<file path="src/cbc_defines.vh">
// Purpose: Shared constants of the clocked serial bus control block.
// Assumes: A 10 MHz system clock; register selectors are local to this block.
// Notes: Included by the cbc_sck_gen and cbc_ctrl design files of the block.
`ifndef CBC_DEFINES_VH
`define CBC_DEFINES_VH

// Register selectors on the CPU access port.
`define CBC_SEL_MODE 2'h0
`define CBC_SEL_BUS 2'h1
`define CBC_SEL_SHIFT 2'h2
`define CBC_SEL_ADDR 2'h3

// Bit positions in the serial mode register.
`define CBC_MODE_ENABLE 3'h7
`define CBC_MODE_MATCH 3'h6
`define CBC_MODE_WAKE 3'h5
`define CBC_MODE_SELECT 3'h3
`define CBC_MODE_CLKSRC 3'h1

// Bit positions in the bus control register.
`define CBC_BUS_BUSY_EN 3'h7
`define CBC_BUS_ACK_DET 3'h6
`define CBC_BUS_ACK_AUTO 3'h5
`define CBC_BUS_ACK_TRIG 3'h4
`define CBC_BUS_CMD_DET 3'h3
`define CBC_BUS_REL_DET 3'h2
`define CBC_BUS_CMD_TRIG 3'h1
`define CBC_BUS_REL_TRIG 3'h0

// Reset values.
`define CBC_MODE_RESET 8'h00
`define CBC_BUS_RESET 8'h00

// Fixed upper part of the own address.
`define CBC_ADDR_HIGH 5'h18

// Internal serial clock is the system clock divided by this ratio.
`define CBC_SCK_DIV 16
`define CBC_SCK_HALF (`CBC_SCK_DIV / 2)

// Number of data bits in one transfer.
`define CBC_XFER_BITS 4'h8

`endif

</file>
<file path="src/cbc_sync.v">
// Purpose: Two-stage synchroniser for a group of pin inputs.
// Assumes: Inputs are asynchronous to clk_sys.
// Notes: The first stage feeds only the second stage.
`timescale 1ns/1ps
module cbc_sync
#(
  parameter WIDTH = 3
)
(
  input wire clk_sys,
  input wire nrst,
  input wire ce,
  input wire [WIDTH-1:0] async_in,
  output reg [WIDTH-1:0] sync_out
);

  reg [WIDTH-1:0] stage1;

  // Both stages reset high, the idle level of the bus lines.
  always @(posedge clk_sys or negedge nrst)
  begin
    if (!nrst)
    begin
      stage1 <= {WIDTH{1'b1}};
      sync_out <= {WIDTH{1'b1}};
    end
    else if (ce)
    begin
      stage1 <= async_in;
      sync_out <= stage1;
    end
  end

endmodule

</file>
<file path="src/cbc_sck_gen.v">
// Purpose: Internal serial clock generator for the clock-output case.
// Assumes: run is a level from logic on clk_sys.
// Notes: The clock idles high and only stops after a high phase is reached.
`timescale 1ns/1ps
`include "cbc_defines.vh"
module cbc_sck_gen
#(
  parameter HALF = `CBC_SCK_HALF
)
(
  input wire clk_sys,
  input wire nrst,
  input wire ce,
  input wire run,
  output reg sck_level
);

  localparam integer HALF_LAST = HALF - 1;

  reg [7:0] div_cnt;

  // Toggles the clock every half period while running or while low, so a cycle never ends short.
  always @(posedge clk_sys or negedge nrst)
  begin
    if (!nrst)
    begin
      div_cnt <= 8'h00;
      sck_level <= 1'b1;
    end
    else if (ce)
    begin
      if (run || !sck_level)
      begin
        if ({24'h000000, div_cnt} == HALF_LAST)
        begin
          div_cnt <= 8'h00;
          sck_level <= ~sck_level;
        end
        else
        begin
          div_cnt <= div_cnt + 8'h01;
        end
      end
      else
      begin
        div_cnt <= 8'h00;
      end
    end
  end

endmodule

</file>
<file path="src/cbc_ctrl.v">
// Purpose: Control and status logic of an 8-bit clocked serial interface with a two-wire bus mode.
// Assumes: CPU accesses are one-cycle strobes on clk_sys; pins are asynchronous.
// Notes on behaviour
// - Wake-up off: interrupt flag sets after every 8-bit transfer in any mode.
// - Wake-up on, bus mode: flag only on matching address; data pin floats.
// - Wake-up set while busy keeps busy; busy ends at next falling clock.
// - Address match flag follows equality of own address and shift register.
// - Match flag valid outside transfers; byte writes to it are ignored.
// - Enable low halts shifting, clears counter, keeps flag, pins act as ports.
// - Mode: enable low halted, else select picks 3-wire or bus mode.
// - Clock pin: input or high output halted; input or idle-high clock enabled.
// - Bus control register accepts single-bit writes only; nibble, byte ignored.
// - Reset clears the whole bus control register.
// - In 3-wire mode only the two latch triggers of bus control work.
// - Release trigger sets the output latch, then reads back zero.
// - Command trigger clears the output latch, then reads back zero.
// - Release flag sets on release; clears on start, reset, disable, address miss.
// - Command flag sets on command; clears on start, release, reset, disable.
// - Acknowledge trigger after transfer drives ack next clock then self-clears.
// - Auto-ack off means no ack; set before end acks on ninth clock.
// - Auto-ack set after end acks on the clock following the write.
`timescale 1ns/1ps
`include "cbc_defines.vh"
module cbc_ctrl
(
  input wire clk_sys,
  input wire nrst,
  input wire ce,
  input wire [1:0] cpu_sel,
  input wire cpu_wr_byte,
  input wire cpu_wr_nib,
  input wire cpu_wr_bit,
  input wire [2:0] cpu_bit,
  input wire [7:0] cpu_wdata,
  input wire cpu_rd,
  output reg [7:0] cpu_rdata,
  input wire irq_clear,
  output reg serial_irq_flag,
  input wire sck_in,
  output reg sck_out,
  output reg sck_oe,
  input wire sd_in,
  output reg sd_out,
  output reg sd_oe,
  input wire si_in
);

  reg serial_enable;
  reg mode_select_bit;
  reg clock_source_bit;
  reg wake_on_address;
  reg address_match_flag;
  reg [7:0] shift_reg;
  reg [2:0] own_addr_low;
  reg release_detected;
  reg command_detected;
  reg ack_trigger;
  reg ack_auto_enable;
  reg so_latch;
  reg [3:0] bit_cnt;
  reg xfer_active;
  reg ack_pend;
  reg ack_drive;
  reg busy_drive;
  reg busy_rel;
  reg sck_prev;
  reg sd_prev;
  reg [7:0] next_shift;
  reg next_level;
  wire [2:0] pin_sync;
  wire sck_s;
  wire sd_s;
  wire si_s;
  wire gen_sck;
  wire gen_run;
  wire sck_sel;
  wire sck_rise;
  wire sck_fall;
  wire bus_mode;
  wire wire3_mode;
  wire [7:0] own_address_reg;
  wire xfer_start;
  wire xfer_end;
  wire rel_seen;
  wire cmd_seen;
  wire addr_hit;
  wire is_address;
  wire [7:0] mode_rd;
  wire [7:0] bus_rd;

  // Single-bit write decode for one register and bit position.
  function bit_wr;
    input wr;
    input [1:0] sel;
    input [2:0] idx;
    input [1:0] want_sel;
    input [2:0] want_idx;
    begin
      bit_wr = wr && (sel == want_sel) && (idx == want_idx);
    end
  endfunction

  cbc_sync #(.WIDTH(3)) u_sync
  (
    .clk_sys(clk_sys),
    .nrst(nrst),
    .ce(ce),
    .async_in({sck_in, sd_in, si_in}),
    .sync_out(pin_sync)
  );

  assign sck_s = pin_sync[2];
  assign sd_s = pin_sync[1];
  assign si_s = pin_sync[0];

  // Internal clock runs only for a transfer or an acknowledge in the clock-output case.
  assign gen_run = serial_enable && clock_source_bit && (xfer_active || ack_pend || ack_drive);

  cbc_sck_gen #(.HALF(`CBC_SCK_HALF)) u_gen
  (
    .clk_sys(clk_sys),
    .nrst(nrst),
    .ce(ce),
    .run(gen_run),
    .sck_level(gen_sck)
  );

  // Mode decode and serial clock selection.
  assign bus_mode = serial_enable && mode_select_bit;
  assign wire3_mode = serial_enable && !mode_select_bit;
  assign sck_sel = clock_source_bit ? gen_sck : sck_s;
  assign sck_rise = sck_sel && !sck_prev && serial_enable;
  assign sck_fall = !sck_sel && sck_prev && serial_enable;
  assign own_address_reg = {`CBC_ADDR_HIGH, own_addr_low};

  // A transfer starts on a shift register write while enabled and the clock is high.
  assign xfer_start = ce && cpu_wr_byte && (cpu_sel == `CBC_SEL_SHIFT) && serial_enable && sck_sel;
  assign xfer_end = xfer_active && sck_rise && (bit_cnt == (`CBC_XFER_BITS - 4'h1));

  // Bus release is a rising data line and a command a falling one, both while the clock is high.
  // They are also seen while a slave waits with a loaded shift register, so the address after a release is caught.
  assign rel_seen = bus_mode && sck_s && sd_s && !sd_prev;
  assign cmd_seen = bus_mode && sck_s && !sd_s && sd_prev;

  // The first byte after a release without a command is an address.
  assign is_address = bus_mode && release_detected && !command_detected;
  assign addr_hit = (next_shift == own_address_reg);

  // Next shift value and the bus level the device wants.
  always @*
  begin
    next_shift = {shift_reg[6:0], (bus_mode ? sd_s : si_s)};
    next_level = xfer_active ? shift_reg[7] : so_latch;
  end

  // Read views; the two latch trigger bits and the omitted bits read as zero.
  assign mode_rd = {serial_enable, address_match_flag, wake_on_address, 1'b0, mode_select_bit, 1'b0,
                    clock_source_bit, 1'b0};
  assign bus_rd = {1'b0, 1'b0, ack_auto_enable, ack_trigger, command_detected, release_detected,
                   1'b0, 1'b0};

  // Serial mode register.
  always @(posedge clk_sys or negedge nrst)
  begin
    if (!nrst)
    begin
      serial_enable <= 1'b0;
      mode_select_bit <= 1'b0;
      clock_source_bit <= 1'b0;
      wake_on_address <= 1'b0;
    end
    else if (ce)
    begin
      if (cpu_wr_byte && (cpu_sel == `CBC_SEL_MODE))
      begin
        serial_enable <= cpu_wdata[`CBC_MODE_ENABLE];
        wake_on_address <= cpu_wdata[`CBC_MODE_WAKE];
        mode_select_bit <= cpu_wdata[`CBC_MODE_SELECT];
        clock_source_bit <= cpu_wdata[`CBC_MODE_CLKSRC];
      end
      else if (cpu_wr_nib && (cpu_sel == `CBC_SEL_MODE))
      begin
        mode_select_bit <= cpu_wdata[`CBC_MODE_SELECT];
        clock_source_bit <= cpu_wdata[`CBC_MODE_CLKSRC];
      end
      else
      begin
        if (bit_wr(cpu_wr_bit, cpu_sel, cpu_bit, `CBC_SEL_MODE, `CBC_MODE_ENABLE))
          serial_enable <= cpu_wdata[0];
        if (bit_wr(cpu_wr_bit, cpu_sel, cpu_bit, `CBC_SEL_MODE, `CBC_MODE_WAKE))
          wake_on_address <= cpu_wdata[0];
      end
    end
  end

  // Match flag compares continuously; it is never written by software.
  always @(posedge clk_sys or negedge nrst)
  begin
    if (!nrst)
      address_match_flag <= 1'b0;
    else if (ce)
      address_match_flag <= (shift_reg == own_address_reg);
  end

  // Own address low bits and the shift register with its bit counter.
  always @(posedge clk_sys or negedge nrst)
  begin
    if (!nrst)
    begin
      own_addr_low <= 3'h0;
      shift_reg <= 8'h00;
      bit_cnt <= 4'h0;
      xfer_active <= 1'b0;
    end
    else if (ce)
    begin
      if (cpu_wr_byte && (cpu_sel == `CBC_SEL_ADDR))
        own_addr_low <= cpu_wdata[2:0];
      if (!serial_enable)
      begin
        bit_cnt <= 4'h0;
        xfer_active <= 1'b0;
        if (cpu_wr_byte && (cpu_sel == `CBC_SEL_SHIFT))
          shift_reg <= cpu_wdata;
      end
      else if (xfer_start)
      begin
        shift_reg <= cpu_wdata;
        bit_cnt <= 4'h0;
        xfer_active <= 1'b1;
      end
      else if (xfer_active && (rel_seen || cmd_seen))
      begin
        bit_cnt <= 4'h0; // A release or command condition restarts the byte count.
      end
      else if (xfer_active && sck_rise)
      begin
        shift_reg <= next_shift;
        bit_cnt <= bit_cnt + 4'h1;
        if (xfer_end)
          xfer_active <= 1'b0;
      end
    end
  end

  // Interrupt flag; an event in the clearing cycle wins.
  always @(posedge clk_sys or negedge nrst)
  begin
    if (!nrst)
      serial_irq_flag <= 1'b0;
    else if (ce)
    begin
      if (xfer_end && (!wake_on_address || !bus_mode))
        serial_irq_flag <= 1'b1;
      else if (xfer_end && is_address && addr_hit)
        serial_irq_flag <= 1'b1;
      else if (irq_clear)
        serial_irq_flag <= 1'b0;
    end
  end

  // Output latch, detection flags and acknowledge control of the bus control register.
  always @(posedge clk_sys or negedge nrst)
  begin
    if (!nrst)
    begin
      so_latch <= 1'b1;
      release_detected <= 1'b0;
      command_detected <= 1'b0;
      ack_trigger <= 1'b0;
      ack_auto_enable <= 1'b0;
      ack_pend <= 1'b0;
      ack_drive <= 1'b0;
    end
    else if (ce)
    begin
      // Latch: set after the eighth clock in bus mode, overridden by a trigger write.
      if (xfer_end && bus_mode)
        so_latch <= 1'b1;
      if (bit_wr(cpu_wr_bit, cpu_sel, cpu_bit, `CBC_SEL_BUS, `CBC_BUS_REL_TRIG) && cpu_wdata[0])
        so_latch <= 1'b1;
      else if (bit_wr(cpu_wr_bit, cpu_sel, cpu_bit, `CBC_SEL_BUS, `CBC_BUS_CMD_TRIG) && cpu_wdata[0])
        so_latch <= 1'b0;
      // Release flag: clears first, a detection in the same cycle wins.
      if (!serial_enable || xfer_start || (xfer_end && is_address && !addr_hit))
        release_detected <= 1'b0;
      if (rel_seen)
        release_detected <= 1'b1;
      // Command flag is also cleared by a release.
      if (!serial_enable || xfer_start || rel_seen)
        command_detected <= 1'b0;
      else if (cmd_seen)
        command_detected <= 1'b1;
      // Auto acknowledge enable is a plain single-bit register.
      if (bit_wr(cpu_wr_bit, cpu_sel, cpu_bit, `CBC_SEL_BUS, `CBC_BUS_ACK_AUTO))
        ack_auto_enable <= cpu_wdata[0];
      // Software can only set the acknowledge trigger; only hardware clears it.
      if (bit_wr(cpu_wr_bit, cpu_sel, cpu_bit, `CBC_SEL_BUS, `CBC_BUS_ACK_TRIG) && cpu_wdata[0] && bus_mode)
        ack_trigger <= 1'b1;
      else if (ack_drive && sck_fall)
        ack_trigger <= 1'b0;
      // Acknowledge request: at transfer end with auto enable, or on a later write.
      if (!bus_mode)
        ack_pend <= 1'b0;
      else if (xfer_end && ack_auto_enable)
        ack_pend <= 1'b1;
      else if (!xfer_active && bit_wr(cpu_wr_bit, cpu_sel, cpu_bit, `CBC_SEL_BUS, `CBC_BUS_ACK_AUTO)
               && cpu_wdata[0] && !ack_auto_enable)
        ack_pend <= 1'b1;
      else if (!xfer_active && bit_wr(cpu_wr_bit, cpu_sel, cpu_bit, `CBC_SEL_BUS, `CBC_BUS_ACK_TRIG)
               && cpu_wdata[0])
        ack_pend <= 1'b1;
      else if (ack_pend && sck_fall)
        ack_pend <= 1'b0;
      // Acknowledge is driven from one falling clock edge to the next: the ninth clock.
      if (!bus_mode)
        ack_drive <= 1'b0;
      else if (ack_pend && sck_fall)
        ack_drive <= 1'b1;
      else if (ack_drive && sck_fall)
        ack_drive <= 1'b0;
    end
  end

  // Busy follows the acknowledge of a slave and is released at a falling clock after a request.
  always @(posedge clk_sys or negedge nrst)
  begin
    if (!nrst)
    begin
      busy_drive <= 1'b0;
      busy_rel <= 1'b0;
    end
    else if (ce)
    begin
      if (!bus_mode)
      begin
        busy_drive <= 1'b0;
        busy_rel <= 1'b0;
      end
      else
      begin
        if (ack_drive && sck_fall && !clock_source_bit)
          busy_drive <= 1'b1;
        else if (busy_rel && sck_fall && !wake_on_address)
          busy_drive <= 1'b0;
        if (busy_drive && xfer_start)
          busy_rel <= 1'b1;
        else if (busy_rel && sck_fall && !wake_on_address)
          busy_rel <= 1'b0;
      end
    end
  end

  // Edge history of the selected clock and the data line.
  always @(posedge clk_sys or negedge nrst)
  begin
    if (!nrst)
    begin
      sck_prev <= 1'b1;
      sd_prev <= 1'b1;
    end
    else if (ce)
    begin
      sck_prev <= sck_sel;
      sd_prev <= sd_s;
    end
  end

  // Registered pin drivers and read data.
  always @(posedge clk_sys or negedge nrst)
  begin
    if (!nrst)
    begin
      sck_out <= 1'b1;
      sck_oe <= 1'b0;
      sd_out <= 1'b0;
      sd_oe <= 1'b0;
      cpu_rdata <= 8'h00;
    end
    else if (ce)
    begin
      sck_out <= serial_enable ? gen_sck : 1'b1;
      sck_oe <= clock_source_bit;
      if (wire3_mode)
      begin
        sd_out <= next_level;
        sd_oe <= 1'b1;
      end
      else if (bus_mode && !wake_on_address)
      begin
        sd_out <= 1'b0;
        sd_oe <= ack_drive || busy_drive || !next_level;
      end
      else
      begin
        sd_out <= 1'b0;
        sd_oe <= 1'b0;
      end
      if (cpu_rd)
      begin
        case (cpu_sel)
          `CBC_SEL_MODE: cpu_rdata <= mode_rd;
          `CBC_SEL_BUS: cpu_rdata <= cpu_wr_bit ? 8'h00 : bus_rd;
          `CBC_SEL_SHIFT: cpu_rdata <= shift_reg;
          default: cpu_rdata <= 8'h00;
        endcase
      end
    end
  end

endmodule

</file>
<file path="config.mk">
export PLATFORM = sky130hd
export DESIGN_NAME = cbc_ctrl
export DESIGN_NICKNAME = d
export VERILOG_FILES = /design/src/cbc_sync.v /design/src/cbc_sck_gen.v /design/src/cbc_ctrl.v
export VERILOG_INCLUDE_DIRS = /design/src
export SDC_FILE = /design/constraint.sdc
export NUM_CORES = 1
export LEC_CHECK = 0
export ABC_CLOCK_PERIOD_IN_PS = 1600
export CAP_MARGIN = 10
export CORE_MARGIN = 5
export CORE_UTILIZATION = 57
export DETAILED_ROUTE_END_ITERATION = 8
export DONT_BUFFER_PORTS = 1
export GPL_ROUTABILITY_DRIVEN = 0
export PLACE_DENSITY_LB_ADDON = 0.3
export SLEW_MARGIN = 10
export SYNTH_ARGS = -nofsm -noshare
export SYNTH_HDL_FRONTEND = slang
export SYNTH_SLANG_ARGS = --single-unit
</file>
<file path="constraint.sdc">
create_clock -name clk_sys -period 1.6 [get_ports clk_sys]
set_input_delay 0.08 -clock clk_sys [delete_from_list [all_inputs] [get_ports clk_sys]]
set_output_delay 0.08 -clock clk_sys [all_outputs]
set_load 0.01 [all_outputs]
</file>
==> results.yml <==
worst_hold_path:
  hold_start: "cpu_sel[1]"
  holdPathEnd: "cpu_rdata[5]"
  hold_depth: 3
  hold_path_class: "primary input to register"
route:
  drc: 0
  routedWlPerCell_microns: 19.18
  drtPass1Iterations: 4
  drt_iter0_drc: 193
  viasPerCell: 6.150
  postRouteAntennaNets: 0
  vias: 2706
  wl_microns: 8440
global_route:
  globalRoute.busiestLayer: "met2"
  antenna_found_initial: 0
  grt_pass1_vias: 2697
  overflow: 0
  grt.total_usage: 0.2422
  gr-usage-met1: 0.3401
  grt_pass1_wl_microns: 13800
  grt_util_met2: 0.3679
  grt_max_degree: 61
  grt_util_met3: 0.04611
clock_tree:
  h-tree-depth: 3
  clk_pin_slew_worst_paths_ns: 0.07
  clock_path_buffers: 2
  root_buffer: "clkbuf_8"
  cts_made_buffers: 9
  clkSinkCount: 60
  cts_tree: "built"
  insertion_delay_ns: 0.34
setup_path:
  crit_path_start: "u_sync.sync_out[2]"
  cp_max_fo: 7
  reg2reg_from: "u_sync.sync_out[2]"
  crit_arrival_ns: 1.94
  worstSetupPathType: "register to register"
  cp.required_ns: 1.83
  r2r_setup_slack_ns: -0.12
  startpoint_type: "register"
  end_kind: "register"
  r2r-end: "shift_reg[4]"
  rr_worst_depth: 5
final_layout:
  fillers: 367
  final_cells: 440
  final_nets: 389
  antenna_cells: 0
  multiInputGateArea_sq_um: 1724
  final_core_util: 0.7374
  drive_gt1_frac: 0.3098
  seqCellArea_sq_um: 1515
  area_growth_pct: 25.58
synth:
  synth_warnings: 0
  syn_inst: 312
  syn_nets: 338
  yosys_register_bits: 60
  syn_area_sq_um: 3253
  ys_seq_area_frac: 0.4658
  synth_edf_count: 0
  synth-async-reset-ratio: 1.000
  yosysUniqueCellTypes: 63
  synth_top_area_frac: 0.3769
  synth_ff_type: "dfrtp_1"
  yosysTopAreaCell: "dfrtp_1"
  synth.most_common_cell: "dfrtp_1"
  ys_top_cells_by_area: "dfrtp_1 38%, dfstp_2 8.9%, mux2_2 4.8%, mux2_4 3.7%, nand2_1 3.1%"
  synth_commonest_cells: "49 x dfrtp_1, 27 x nand2_1, 20 x o21ai_0"
  avgSynthCellArea_sq_um: 10.43
timing:
  finalHoldViolCount: 0
  skew_ns: 0.008020
  slew_violations: 0
  tightest_slew_ns: 0.4065
  fin_ws_ns: -0.1195
  setup-violations-final: 13
  slew_headroom: 0.7253
  max_freq_mhz: 581.6
  rsz0062_at_grt: "true"
  period_minus_slack_ns: 1.719
  period_share: 1.075
floorplan:
  core-area_sq_um: 5540
  die_h_microns: 85.55
  ioPinCount: 37
  fp.dieW_microns: 85.55
  start_util: 0.5872
  die_area_sq_um: 7318
  row_count: 27
status:
  violations: "negative setup slack"
  status: "finished, violations left"
placement:
  io_buffer_count: 0
  dp_cells: 401
  post-dp-hpwl_microns: 5451
power_and_ir_drop:
  power.density_nw_per_um2: 1158
  leakage_nw: 1.781
  peakVddDrop_mv: 0.8308
flow_run:
  drv_cap: 0
==> worst max path at each step <==
stage | end | cells after the start
after floorplan | shift_reg[2] | 5
after global placement | shift_reg[5] | 5
after detailed placement | shift_reg[2] | 5
after CTS | shift_reg[2] | 5
after global routing | shift_reg[7] | 5
final | shift_reg[4] | 5
==> repair_timing <==
item                       4_1_cts  5_1_grt
gates resized for setup         11       14
hold buffers                    20        0
setup endpoints to repair       19       27
gates cloned                     0        0
buffers inserted                 1        3
hold endpoints to repair       102        0
pin swaps                        5       11
==> area by class of cell <==
| type | count | share of cell area |
|---|---|---|
| clock buffer | 15 | 0.04319 |
| clock inverter | 1 | 0.001225 |
| tap | 72 | 0.02205 |
| timing repair buffer | 57 | 0.1314 |
| multi-input combinational | 225 | 0.4221 |
| inverter | 10 | 0.009188 |
| sequential | 60 | 0.3709 |
==> critical path, cell delays in order, from the launching register on <==
cell,delay [ns]
dfstp_2,0.58
mux2i_4,0.12
o21ai_4,0.19
buf_12,0.16
mux2_4,0.30
mux2_4,0.26
==> logic make-up after synthesis <==
| kind of cell | synth area share |
|---|---|
| simple gates | 0.1765 |
| compound gates | 0.1550 |
| flops | 0.4658 |
| mux | 0.1219 |
| buf+inv | 0.04077 |
| xor+xnor | 0.03231 |
| fa+ha+maj | 0.007691 |
==> cells in the final DEF (no fill, tap or decap), types with 4 or more instances in the layout <==
master / netlist / routed
mux2_2: 14 / 11
a21oi_1: 13 / 12
nand4_1: 6 / 6
buf_4: 0 / 31
mux2i_1: 6 / 6
nand2_1: 27 / 27
nand4b_1: 4 / 4
xor2_1: 10 / 10
nor2_1: 18 / 17
dfstp_2: 11 / 11
a31oi_1: 4 / 4
dlygate4sd3_1: 0 / 18
o21ai_0: 20 / 19
nand2b_1: 8 / 8
buf_6: 3 / 5
o31ai_1: 6 / 5
clkbuf_8: 0 / 12
dfrtp_1: 49 / 49
nand3_1: 10 / 9
nand3b_1: 6 / 6
mux2_4: 8 / 15
inv_1: 10 / 10
==> metal layers <==
layer	share of wire	vias to the layer above
met5	0	-
met4	0.024	0
met3	0.077	21
met2	0.46	125
met1	0.44	1317
li1	-	1243
==> where the power goes <==
part | switching, mW | internal (mW) | total (mW)
combinational | 0.642 | 0.771 | 1.41
sequential | 0.268 | 1.79 | 2.06
clock | 0.574 | 0.689 | 1.26
==> stage by stage <==
step,setup TNS (ns),hold WS [ns],instance area [sq um],setup WS [ns],power [mW]
floorplan,-0.4951,-0.2156,3284,-0.07833,2.785
global placement,-2.058,-0.2138,3547,-0.2109,3.197
detailed placement,-2.526,-0.2139,3547,-0.2616,3.241
CTS,-1.065,0.003073,4013,-0.1154,4.655
global route,-1.974,0.004836,4085,-0.1622,4.959
finish,-1.048,0.01399,4085,-0.1195,4.731
No activity file was read; power rests on OpenSTA's default activity.
